==> src/t1l_link_status_autoneg_regs_map.vh <==
// Behaviour
// - Link status read releases its four latched-low pin flags; status read releases bit 2
// - Bit 12 remote rx ok, 13 latched
// - Bit 10 local rx ok, 11 latched
// - Bit 8 descrambler ok, 9 latched
// - Bit 0 link ok, 1 latched
// - Pcs control bit 14 enables loopback
// - Restart bit 9 self-clears once initiated
// - Page received latches high, read clears
// - Partner ability valid when page flag sets
// - Done bit 5, zero when disabled
// - Capable bit 3 always one; reset 0x0008
// - Negotiated link bit 2 latched low
// - Manual amplitude used only when autoneg off
`ifndef T1L_LINK_STATUS_AUTONEG_REGS_MAP_VH
`define T1L_LINK_STATUS_AUTONEG_REGS_MAP_VH
`define ADDR_PMA_LINK_STATUS 16'h8302
`define ADDR_PCS_CONTROL 16'h08e6
`define ADDR_AUTONEG_CONTROL 16'h0200
`define ADDR_AUTONEG_STATUS 16'h0201
`define RST_PMA_LINK_STATUS 16'h0000
`define RST_PCS_CONTROL 16'h0000
`define RST_AUTONEG_CONTROL 16'h1000
`define RST_AUTONEG_STATUS 16'h0008
`define BIT_REMOTE_RX_OK_LATCHED 13
`define BIT_REMOTE_RX_OK 12
`define BIT_LOCAL_RX_OK_LATCHED 11
`define BIT_LOCAL_RX_OK 10
`define BIT_DESCRAMBLER_OK_LATCHED 9
`define BIT_DESCRAMBLER_OK 8
`define BIT_PMA_LINK_OK_LATCHED 1
`define BIT_PMA_LINK_OK 0
`define BIT_PCS_LOOPBACK_ENABLE 14
`define BIT_NEGOTIATION_ENABLE 12
`define BIT_NEGOTIATION_RESTART 9
`define BIT_PAGE_RECEIVED 6
`define BIT_NEGOTIATION_DONE 5
`define BIT_NEGOTIATION_CAPABLE 3
`define BIT_NEGOTIATED_LINK_LATCHED 2
`endif

==> src/latch_low_flag.v <==
`timescale 1ns/1ps
`default_nettype none
module latch_low_flag (
    // Clock and reset
    input wire clk,
    input wire resetn,
    // Status
    input wire live,
    input wire release_read,
    output reg latched
);
    // Drop wins over the read release so a fall is never missed
    // Drop and hold
    always @(posedge clk) begin
        if (!resetn) begin
            latched <= 1'b0;
        end else if (!live) begin
            latched <= 1'b0;
        end else if (release_read) begin
            latched <= 1'b1;
        end
    end
endmodule
`default_nettype wire

==> src/t1l_link_status_autoneg_regs.v <==
`timescale 1ns/1ps
`default_nettype none
`include "t1l_link_status_autoneg_regs_map.vh"
module t1l_link_status_autoneg_regs (
    // Clock and reset
    input wire clk,
    input wire resetn,
    // Register access from the management frame decoder
    input wire reg_write,
    input wire reg_read,
    input wire [15:0] reg_addr,
    input wire [15:0] reg_wdata,
    output reg [15:0] reg_rdata,
    // Pin-level status inputs from the PHY core
    input wire remote_rx_ok_pin,
    input wire local_rx_ok_pin,
    input wire descrambler_ok_pin,
    input wire pma_link_ok_pin,
    // Autonegotiation engine status
    input wire restart_initiated,
    input wire page_stored,
    input wire [47:0] partner_base_ability_in,
    input wire negotiation_finished,
    input wire ability_valid,
    input wire negotiated_link_ok,
    input wire high_tx_amplitude_select,
    input wire negotiated_high_amplitude,
    // Control outputs
    output reg pcs_loopback_enable,
    output reg negotiation_enable,
    output reg negotiation_restart,
    output reg [47:0] partner_base_ability,
    output reg tx_amplitude_high
);
    reg [3:0] sync1;
    reg [3:0] live;
    reg page_received;
    reg negotiated_link_latched;
    reg negotiation_done;
    reg seen_page;
    wire [3:0] latched;
    wire link_read;
    wire status_read;
    wire ctrl_write;
    reg [15:0] next_rdata;

    assign link_read = reg_read && (reg_addr == `ADDR_PMA_LINK_STATUS);
    assign status_read = reg_read && (reg_addr == `ADDR_AUTONEG_STATUS);
    assign ctrl_write = reg_write && (reg_addr == `ADDR_AUTONEG_CONTROL);

    // Pin status comes from another clock, two stages before use
    always @(posedge clk) begin
        if (!resetn) begin
            sync1 <= 4'h0;
            live <= 4'h0;
        end else begin
            sync1 <= {remote_rx_ok_pin, local_rx_ok_pin,
                      descrambler_ok_pin, pma_link_ok_pin};
            live <= sync1;
        end
    end

    genvar i;
    generate
        for (i = 0; i < 4; i = i + 1) begin : g_ll
            latch_low_flag u_flag (
                .clk(clk),
                .resetn(resetn),
                .live(live[i]),
                .release_read(link_read),
                .latched(latched[i])
            );
        end
    endgenerate

    // Control registers; reserved write bits are simply dropped
    always @(posedge clk) begin
        if (!resetn) begin
            pcs_loopback_enable <= 1'b0;
            negotiation_enable <= 1'b1;
            negotiation_restart <= 1'b0;
        end else begin
            if (reg_write && reg_addr == `ADDR_PCS_CONTROL) begin
                pcs_loopback_enable <= reg_wdata[`BIT_PCS_LOOPBACK_ENABLE];
            end
            if (ctrl_write) begin
                negotiation_enable <= reg_wdata[`BIT_NEGOTIATION_ENABLE];
            end
            if (ctrl_write && reg_wdata[`BIT_NEGOTIATION_RESTART]) begin
                negotiation_restart <= 1'b1;
            end else if (restart_initiated) begin
                negotiation_restart <= 1'b0;
            end
        end
    end

    // Autonegotiation status
    always @(posedge clk) begin
        if (!resetn) begin
            page_received <= 1'b0;
            seen_page <= 1'b0;
            partner_base_ability <= 48'h0;
            negotiated_link_latched <= 1'b0;
            negotiation_done <= 1'b0;
        end else begin
            if (page_stored) begin
                page_received <= 1'b1;
            end else if (status_read) begin
                page_received <= 1'b0;
            end
            if (negotiation_restart || !negotiation_enable) begin
                seen_page <= 1'b0;
            end else if (page_stored && !seen_page) begin
                seen_page <= 1'b1;
                partner_base_ability <= partner_base_ability_in;
            end
            if (!negotiated_link_ok) begin
                negotiated_link_latched <= 1'b0;
            end else if (status_read) begin
                negotiated_link_latched <= 1'b1;
            end
            negotiation_done <= negotiation_enable && negotiation_finished
                && negotiated_link_ok && ability_valid;
        end
    end

    always @(posedge clk) begin
        if (!resetn) begin
            tx_amplitude_high <= 1'b0;
        end else if (negotiation_enable) begin
            tx_amplitude_high <= negotiated_high_amplitude;
        end else begin
            tx_amplitude_high <= high_tx_amplitude_select;
        end
    end

    always @* begin
        next_rdata = 16'h0000;
        case (reg_addr)
            `ADDR_PMA_LINK_STATUS: begin
                next_rdata[`BIT_REMOTE_RX_OK] = live[3];
                next_rdata[`BIT_REMOTE_RX_OK_LATCHED] = latched[3];
                next_rdata[`BIT_LOCAL_RX_OK] = live[2];
                next_rdata[`BIT_LOCAL_RX_OK_LATCHED] = latched[2];
                next_rdata[`BIT_DESCRAMBLER_OK] = live[1];
                next_rdata[`BIT_DESCRAMBLER_OK_LATCHED] = latched[1];
                next_rdata[`BIT_PMA_LINK_OK] = live[0];
                next_rdata[`BIT_PMA_LINK_OK_LATCHED] = latched[0];
            end
            `ADDR_PCS_CONTROL: begin
                next_rdata[`BIT_PCS_LOOPBACK_ENABLE] = pcs_loopback_enable;
            end
            `ADDR_AUTONEG_CONTROL: begin
                next_rdata[`BIT_NEGOTIATION_ENABLE] = negotiation_enable;
                next_rdata[`BIT_NEGOTIATION_RESTART] = negotiation_restart;
            end
            `ADDR_AUTONEG_STATUS: begin
                next_rdata[`BIT_PAGE_RECEIVED] = page_received;
                // Gate again: the registered flag lags a disable by a cycle
                next_rdata[`BIT_NEGOTIATION_DONE] = negotiation_done &&
                    negotiation_enable;
                next_rdata[`BIT_NEGOTIATION_CAPABLE] = 1'b1;
                next_rdata[`BIT_NEGOTIATED_LINK_LATCHED] =
                    negotiated_link_latched;
            end
            default: begin
                next_rdata = 16'h0000;
            end
        endcase
    end

    // Read data registered; value is sampled before the read side effect
    always @(posedge clk) begin
        if (!resetn) begin
            reg_rdata <= 16'h0000;
        end else if (reg_read) begin
            reg_rdata <= next_rdata;
        end
    end
endmodule
`default_nettype wire

==> config.mk <==
export PLATFORM = sky130hd
export DESIGN_NAME = t1l_link_status_autoneg_regs
export DESIGN_NICKNAME = d
export VERILOG_FILES = /design/src/latch_low_flag.v /design/src/t1l_link_status_autoneg_regs.v
export VERILOG_INCLUDE_DIRS = /design/src
export SDC_FILE = /design/constraint.sdc
export NUM_CORES = 1
export LEC_CHECK = 0
export BUFFER_PORTS_ARGS = -buffer_cell sky130_fd_sc_hd__buf_2
export CORE_MARGIN = 2
export CORE_UTILIZATION = 47
export DETAILED_ROUTE_END_ITERATION = 7
export GPL_TIMING_DRIVEN = 0
export PLACE_DENSITY_LB_ADDON = 0.3
export SLEW_MARGIN = 10
export SYNTH_ARGS = -nofsm -noshare
export SYNTH_HDL_FRONTEND = slang
export SYNTH_SLANG_ARGS = --single-unit
==> constraint.sdc <==
create_clock -name clk -period 4.15 [get_ports clk]
set_input_delay 0.83 -clock clk [delete_from_list [all_inputs] [get_ports clk]]
set_output_delay 0.83 -clock clk [all_outputs]
set_load 0.02 [all_outputs]
## Yosys cells after proc, flatten, opt, wreduce, memory -nomap -nowiden

Index checks and enable logic that the tools add are counted.

| storage, ports and cells | value |
|---|---|
| bits in registers | 81 |
| input port bits | 95 |
| output and inout bits | 68 |

| operators by class | value |
|---|---|
| equal/unequal tests | 4 |
| muxes and demuxes | 14 |
| bitwise operators | 2 |
| reductions and logical operators | 22 |

Operators with widths:

| kind | number |
|---|---|
| $eq 16x10->1 const B | 2 |
| $eq 16x12->1 const B | 1 |
| $eq 16x16->1 const B | 1 |
| $reduce_and 2->1 | 6 |
| $logic_and 1x1->1 | 10 |
| $mux 1 | 8 |
| $mux 2 | 4 |
| $pmux 1 s2 | 2 |
| $reduce_bool 2->1 | 2 |
| $logic_not 1->1 | 2 |
| $not 1->1 | 2 |
| $reduce_or 2->1 | 1 |
| $logic_or 1x1->1 | 1 |

## Logic depth before layout (Yosys ltp)

Gate-level depths: netlist (run 1).

| depth | value |
|---|---|
| word-level depth | 4 |
| mapped depth | 6 |
| mapped depth without buffers | 4 |

## Hierarchy

From an unflattened synthesis (run 1), not the netlist that was laid out.

| second synthesis, totals | value |
|---|---|
| cell total of the unflattened synthesis | 332 |
| area total of the unflattened synthesis | 2961.6 um^2 |

By module, submodules not included:

| module | times used | cells each | area each (um^2) | seq. area each (um^2) |
|---|---|---|---|---|
| t1l_link_status_autoneg_regs | 1 | 324 | 2841.5 | 1541.5 |
| latch_low_flag | 4 | 2 | 30.0 | 20.0 |

## Least setup slack after synthesis (run 1)

OpenSTA, ideal clock, no wires.

| timing | value |
|---|---|
| path type | input-to-reg |
| from | input reg_addr[10] |
| to | register reg_rdata[6] |
| library setup time | 66 ps |
| data arrival time | 2212 ps |
| data required time | 4084 ps |
| path slack | 1872 ps |
| stages | 5 |
| cells stage by stage | or4_1 -> nor4b_4 -> buf_6 -> nand4_2 -> a21oi_2 |

| on the way | value |
|---|---|
| word-level cells in the longest chain between the ends | 2 |

Ends and longest elaborated chain:

| element | RTL line | text |
|---|---|---|
| from (decl) | t1l_link_status_autoneg_regs.v:11 | `input wire [15:0] reg_addr,` |
| $eq 16x10->1 | t1l_link_status_autoneg_regs.v:139 | `case (reg_addr)` |
| $mux 2 | t1l_link_status_autoneg_regs.v:139 |  |
| to (signal assigned) | t1l_link_status_autoneg_regs.v:177 | `reg_rdata <= next_rdata;` |
| to (decl) | t1l_link_status_autoneg_regs.v:13 | `output reg [15:0] reg_rdata,` |

Every way passes these cells.
A chain may end at the register's enable or synchronous reset.

## Worst setup path in the final report (run 1)

| timing | value |
|---|---|
| from | input reg_addr[10] |
| to | register reg_rdata[13] |

| on the way | value |
|---|---|
| word-level cells in the longest chain between the ends | 2 |

Ends and longest elaborated chain:

| element | RTL line |
|---|---|
| $eq 16x16->1 | t1l_link_status_autoneg_regs.v:139 |
| $mux 1 | t1l_link_status_autoneg_regs.v:139 |

Every way passes these cells.

==> flow_summary.ini, run 1 <==
[synthesis]
mapped_cell_area_mm2 = 0.00299
count_of_flip_flops_with_a_built_in_enable_after_synthesis = 0
synth-seq-cells = 81
yosys-top-cells-count = sky130_fd_sc_hd__nand2_1 (97), sky130_fd_sc_hd__dfxtp_1 (81), sky130_fd_sc_hd__a21oi_1 (63), sky130_fd_sc_hd__clkbuf_1 (14), sky130_fd_sc_hd__nand2b_1 (13)
synthesis.instances = 344
yosys_most_used_dff = sky130_fd_sc_hd__dfxtp_1
post-synth-top-area-cell = sky130_fd_sc_hd__dfxtp_1
synth_seq_area_share_pct = 54.2
synth_largest_type_area_fraction_pct = 54.2
leading_cell_type_by_number_of_instances_after_synthesis = sky130_fd_sc_hd__nand2_1
synth.area.top_cells = sky130_fd_sc_hd__dfxtp_1 (54%), sky130_fd_sc_hd__nand2_1 (12%), sky130_fd_sc_hd__a21oi_1 (11%)
async_reset_ff_share_pct = 0
ys.warnings.count = 0
syn_avg_cell_area_um2 = 8.70
synth.lib_cells_used.distinct = 36

[sta]
slew_viol_final = 0
fin_setup_tns_ps = 0
fin_skew_ps = 8.40
rsz0062_at_grt = false
timing.max_slew.rel_slack_pct = 26.8
final_count_of_hold_timing_violations = 0
final_period_minus_worst_setup_slack_ps = 2260
finalSetupViolCount = 0
worstMarginPinSlew_ps = 1080
timing.final.crit_share_pct = 54.3
clock.fmax_ghz = 0.443

[setup_path]
worst-r2r-setup-slack_ps = 2060
reg2regPathDepth = 5
crit_chain = buf_2 > or4_1 > nor4b_4 > buf_6 > nand4_1 > a21oi_1
path_delay_family = simple AND/OR/NAND/NOR gates
crit_buf_inv = 2
critical-path-slowest-cell = sky130_fd_sc_hd__or4_1
rr_startpoint = negotiation_enable
worst-setup-path-type = in2reg
arrival_ps = 2520
critPathCaptureType = register
endpoint_required_time_on_the_critical_path_ps = 4420
reg2reg_capture_point = partner_base_ability[13]
crit_path_max_fanout = 10
timing.critical_path.slowest_cell_delay_ps = 580
critPathLaunchType = input port

[power]
totalPowerFinal_mw = 1.59
power.static_leakage_nw = 1.93
vdd.ir_drop.worst_mv = 0.241
power_per_cell_area_mw_per_mm2 = 395

[clock_tree]
clk-insertion-delay-late_ps = 340
cts-buffers-inserted = 9
postCtsHoldBufs = 0
postCtsResizedCells = 0
tritoncts_clock_tree = yes
ctsHtreeMaxLevel = 3
clk_transition_reported_paths_ps = 80
library_cell_used_as_clock_root_buffer = sky130_fd_sc_hd__clkbuf_8
post_cts_setup_inserts = 0
tritoncts_num_sinks = 81
clk_path_buf_depth = 2

[detailed_routing]
post_dr_vias_cell = 5.01
detailedRoute.firstIterationViolations = 101
wl_met1_um = 3330
route.antenna.remaining_nets = 0
routed-via-count = 2928
drcViolationCount = 0
top_signal_layer_used = met4
avgRoutedWirePerCell_um = 12.7
detailroute.wirelength.met3_um = 569
met2WireLength_um = 3450
detailed_route_wire_length_um = 7430
drt-pass1-iter-count = 4

[global_routing]
antenna_violations_before_repair = 0
wire_length_of_the_first_global_routing_pass_um = 12100
grt_start_max_net_pins = 14
global_route.usage.total_pct = 21.2
vias_in_the_first_global_route = 2748
grt_remaining_overflow = 0

[hold_path]
hold_class = reg2reg
min_delay_worst_endpoint = live[1]
cells_on_worst_hold_path = 1
hp-start = sync1[1]

[place]
place_hpwl_um = 5670
place.gp.congestion = 0.783
port_buffers = 145

[finish]
filler_cell_count = 585
layout-area-overhead-vs-synth_pct = 34.3
final_nets = 597
antenna_cells = 0
share_of_layout_cells_above_drive_strength_1_pct = 35.7

[floorplanning]
design.portCount = 163
fp.dieArea_mm2 = 0.00702
core_area_mm2 = 0.00624
die_height_um = 83.8
core.rowCount = 29
die-width_um = 83.8
starting_density_of_the_core_pct = 48.0

[run_status]
run_status = finished, final reports clean

[job]
maxCapViolations = 0
-- stage by stage --
step                      area (µm²)  worst slack (ps)  util, %  hold WS, ps  cells
after floorplan                 3000              1870        -          412    346
after global placement          3820              1580     61.3          416    568
after detailed placement        3820              1540     61.3          423    568
after CTS                       4020              1900     64.4          441    584
after global routing            4020              1810     64.4          447    584
final                           4020              1890     64.4          439    584
-- cell families after synthesis --
family                 after synthesis  share of synthesized area [%]
flip-flops                          81                           54.2
multiplexers                         1                          0.334
other                                1                          0.125
buffers and inverters               30                           5.60
AO/OA/AOI/OAI                       75                           14.1
AND/OR/NAND/NOR                    156                           25.7
-- sequential cells by signal, summed over array words and instances (netlist names), 4 cells and up --
register              count
reg_rdata                13
live                      4
sync1                     4
g_ll.u_flag.latched       4
partner_base_ability     48
-- report_power, final --
part | switching, mW | internal [mW] | total (mW)
Clock | 0.273 | 0.293 | 0.565
Sequential | 0.0144 | 0.809 | 0.824
Combinational | 0.119 | 0.0801 | 0.199
Total | 0.406 | 1.18 | 1.59
-- layer usage --
layer	global-route usage, %	up-vias
met5	0	-
met1	26.9	1348
li1	-	1469
met4	7.48	0
met2	33.8	103
met3	6.92	8
-- worst max-delay path by stage --
stage	startpoint	to	cells after the start
2_1_floorplan	reg_addr[10]	reg_rdata[6]	5
3_3_place_gp	reg_addr[10]	reg_rdata[6]	6
3_5_place_dp	reg_addr[10]	reg_rdata[6]	6
4_1_cts	reg_addr[10]	reg_rdata[6]	6
5_1_grt	page_stored	partner_base_ability[47]	7
6_report	reg_addr[10]	reg_rdata[13]	6
-- final cells by class --
cell class                 count  area [µm²]  share of cell area [%]
clock buffer                  11         141                    3.52
inverter                       4        15.0                   0.373
multi-input combinational    235        1210                    30.2
timing repair buffer         145         726                    18.1
tap                           77        96.3                    2.40
sequential                    81        1620                    40.3
clock inverter                 5        55.1                    1.37
buffer                        26         153                    3.80
-- layout by cell type, fill, tap and decap left out, types with 2 or more instances in the layout --
cell and instances:
sky130_fd_sc_hd__a22o_1 2, sky130_fd_sc_hd__conb_1 3, sky130_fd_sc_hd__o211a_1 4, sky130_fd_sc_hd__nand4b_1 2, sky130_fd_sc_hd__buf_6 3, sky130_fd_sc_hd__dfxtp_1 81, sky130_fd_sc_hd__nand2b_1 13, sky130_fd_sc_hd__clkbuf_1 15
sky130_fd_sc_hd__or2b_2 2, sky130_fd_sc_hd__buf_2 148, sky130_fd_sc_hd__buf_4 5, sky130_fd_sc_hd__nor4_1 2, sky130_fd_sc_hd__nor4b_1 3, sky130_fd_sc_hd__nor2_1 5, sky130_fd_sc_hd__and2_1 8, sky130_fd_sc_hd__nand3_1 5
sky130_fd_sc_hd__a21oi_1 63, sky130_fd_sc_hd__clkinv_2 2, sky130_fd_sc_hd__a41oi_1 2, sky130_fd_sc_hd__nand4_1 10, sky130_fd_sc_hd__clkinvlp_4 2, sky130_fd_sc_hd__clkbuf_8 11, sky130_fd_sc_hd__nand2_1 97, sky130_fd_sc_hd__inv_1 4
Note: power is estimated with default switching activity, not from simulation.
==> run 2, diff against run 1 <==
--- a/config.mk
+++ b/config.mk
@@ -8,7 +8,7 @@
 export LEC_CHECK = 0
 export BUFFER_PORTS_ARGS = -buffer_cell sky130_fd_sc_hd__buf_2
 export CORE_MARGIN = 2
-export CORE_UTILIZATION = 47
+export CORE_UTILIZATION = 40
 export DETAILED_ROUTE_END_ITERATION = 7
 export GPL_TIMING_DRIVEN = 0
 export PLACE_DENSITY_LB_ADDON = 0.3
==> constraint.sdc (replaced) <==
create_clock -name clk -period 1.9 [get_ports clk]
set_input_delay 0.38 -clock clk [delete_from_list [all_inputs] [get_ports clk]]
set_output_delay 0.38 -clock clk [all_outputs]
set_load 0.02 [all_outputs]
==> run 2 against run 1 <==
  * Register-to-register slack worse by 1800 ps
  * Flip-flop and latch count unchanged
  * Worst hold slack worse by 190 ps
  * Die area up 17%
  * First-iteration DRC count down 8.9%
  * Clock-buffer cell count unchanged
  * Largest cell class unchanged
  * Clock skew up 0.91 ps
  * Critical path depth up 1
  * Combinational power up 120%
  * Wire length up 5.0%
  * Critical path type unchanged
  * Cell count up 4.1%
  * Sequential power up 120%
==> flow_summary.ini, run 2 (synthesis gave the netlist of run 1 again) <==
[run_status]
run_status = finished, final reports clean

[floorplanning]
fp.dieArea_mm2 = 0.00819
core_area_mm2 = 0.00725
core.rowCount = 31
starting_density_of_the_core_pct = 41.3
die-width_um = 90.5
die_height_um = 90.5
design.portCount = 163

[place]
place_area_mm2 = 0.00385
place_hpwl_um = 5980
place.gp.congestion = 0.861
port_buffers = 145

[setup_path]
endpoint_required_time_on_the_critical_path_ps = 2180
critPathLaunchType = input port
reg2regPathDepth = 5
setup.worst_path.start = reg_addr[10]
critPathCapture = reg_rdata[8]
crit_chain = buf_2 > or4_1 > nor4b_4 > buf_4 > buf_6 > nand4_1 > a21oi_1
timing.critical_path.slowest_cell_delay_ps = 590
crit_buf_inv = 3
rr_startpoint = negotiation_enable
worst-r2r-setup-slack_ps = 270
worst-setup-path-type = in2reg
crit_path_max_fanout = 10
arrival_ps = 1950
critical-path-slowest-cell = sky130_fd_sc_hd__or4_1
critPathCaptureType = register
critical_path_depth = 7
path_delay_family = simple AND/OR/NAND/NOR gates
reg2reg_capture_point = partner_base_ability[5]

[clock_tree]
clk_transition_reported_paths_ps = 70
clk-insertion-delay-late_ps = 340
tritoncts_num_sinks = 81
tritoncts_clock_tree = yes
postCtsHoldBufs = 0
clk_path_buf_depth = 2
cts-buffers-inserted = 9
library_cell_used_as_clock_root_buffer = sky130_fd_sc_hd__clkbuf_8
ctsHtreeMaxLevel = 3

[sta]
final_period_minus_worst_setup_slack_ps = 1680
fin_skew_ps = 9.31
clock.fmax_ghz = 0.597
hold_slack_ps = 248
final_count_of_hold_timing_violations = 0
timing.max_slew.rel_slack_pct = 23.7
worstMarginPinSlew_ps = 1130
rsz0062_at_grt = false
finalSetupViolCount = 0
slew_viol_final = 0
timing.final.crit_share_pct = 88.2

[finish]
layout-area-overhead-vs-synth_pct = 36.3
mostFrequentLayoutCell = sky130_fd_sc_hd__buf_2
layout_common_cells = sky130_fd_sc_hd__buf_2 (148), sky130_fd_sc_hd__nand2_1 (97), sky130_fd_sc_hd__dfxtp_1 (80)
final_nets = 599
largest_register_ffs = 48
antenna_cells = 0
finish.utilization_pct = 56.3
leading_registers_by_flop_count = partner_base_ability: 48 flops, reg_rdata: 13 flops
filler_cell_count = 713
post_route_standard_cell_area_excluding_fillers_mm2 = 0.00408
registers.top_by_ff_count = partner_base_ability
share_of_layout_cells_above_drive_strength_1_pct = 37.1

[power]
vdd.ir_drop.worst_mv = 0.445
power_per_cell_area_mw_per_mm2 = 849
power.internal_mw = 2.58
switching_share_pct = 25.4
power.static_leakage_nw = 1.96
clock_power_share_pct = 35.3
combPwrFrac_pct = 12.7
net_switching_power_figure_mw = 0.881
share_seq_of_total_power_pct = 52.0

[detailed_routing]
detailedRoute.firstIterationViolations = 92
detailed_route_wire_length_um = 7800
drcViolationCount = 0
post_dr_vias_cell = 4.78
route.antenna.remaining_nets = 0
routed-via-count = 2908
avgRoutedWirePerCell_um = 12.8
drt-pass1-iter-count = 4

[global_routing]
wire_length_of_the_first_global_routing_pass_um = 12700
global_route.usage.total_pct = 19.2
met2_usage_pct = 31.2
grt_start_max_net_pins = 14
antenna_violations_before_repair = 0
vias_in_the_first_global_route = 2734
met3_usage_pct = 4.59
global_route.usage.met1_pct = 24.2
top_usage_layer = met2
grt_remaining_overflow = 0

[job]
maxCapViolations = 0

[hold_path]
hold_class = in2reg
## run 2: changes by cell type in the layout (fill, tap and decap cells not counted)
cell / previous run / this run
sky130_fd_sc_hd__nor4b_1: 3 / 2
sky130_fd_sc_hd__clkbuf_1: 15 / 11
sky130_fd_sc_hd__nor4b_2: 0 / 1
sky130_fd_sc_hd__dfxtp_2: 0 / 1
sky130_fd_sc_hd__dfxtp_1: 81 / 80
sky130_fd_sc_hd__clkbuf_2: 0 / 3
sky130_fd_sc_hd__or4b_4: 0 / 1
sky130_fd_sc_hd__buf_4: 5 / 8
sky130_fd_sc_hd__or4b_2: 1 / 0
## run 2: layout make-up
cell class                      count  area, µm²  area share, %
Tap cell                           99        124           3.03
Clock buffer                       11        141           3.46
Timing Repair Buffer              148        748           18.3
Multi-Input combinational cell    235       1220           30.0
Inverter                            4       15.0          0.368
Clock inverter                      5       55.1           1.35
Sequential cell                    81       1620           39.8
Buffer                             25        153           3.74
## run 2: per-stage QoR
| stage | std cells | setup slack (ps) | power (mW) | setup TNS, ps |
|---|---|---|---|---|
| floorplan | 346 | 55.2 | 2.09 | 0 |
| global route | 608 | 90.3 | 3.64 | 0 |
| detailed placement | 590 | -291 | 2.28 | -8500 |
| finish | 608 | 225 | 3.47 | 0 |
| CTS | 605 | 52.9 | 3.51 | 0 |
| global placement | 590 | -240 | 2.27 | -7500 |
## run 2: worst min path at each step
stage                           startpoint  endpoint  slack, ps  cells past startpoint
after floorplan                   sync1[3]   live[3]        410                      1
final                     remote_rx_ok_pin  sync1[3]        250                      2
after CTS                 remote_rx_ok_pin  sync1[3]        230                      2
after global routing       local_rx_ok_pin  sync1[2]        250                      2
after detailed placement          sync1[2]   live[2]        420                      1
after global placement            sync1[1]   live[1]        420                      1
## run 2: power by group through the flow
stage | Sequential [mW] | Clock, mW | Combinational [mW]
2_1_floorplan | 1.91 | 0 | 0.172
3_3_place_gp | 1.84 | 0 | 0.431
3_5_place_dp | 1.84 | 0 | 0.442
4_1_cts | 1.80 | 1.27 | 0.443
5_1_grt | 1.81 | 1.34 | 0.486
6_report | 1.80 | 1.22 | 0.439
## run 2: worst reg2reg max path: cells and delay by family, from the launching register on
kind	cells	cell delay (ps)
AOI/OAI and AO/OA	1	140
DFF	1	430
buffers and inverters	2	530
and+or+nand+nor	2	470
## run 2: what timing repair did
| item | in CTS | in global routing |
|---|---|---|
| setup buffers | 0 | 3 |
| resized for setup | 4 | 3 |
| pin swaps | 0 | 1 |
| endpoints found under the setup margin | 21 | 29 |
## run 2: routing by layer
layer | share of wire [%] | wire (µm)
met4 | 2.2 | 169
met5 | 0 | 0
met3 | 6.2 | 482
met1 | 44 | 3420
met2 | 48 | 3730
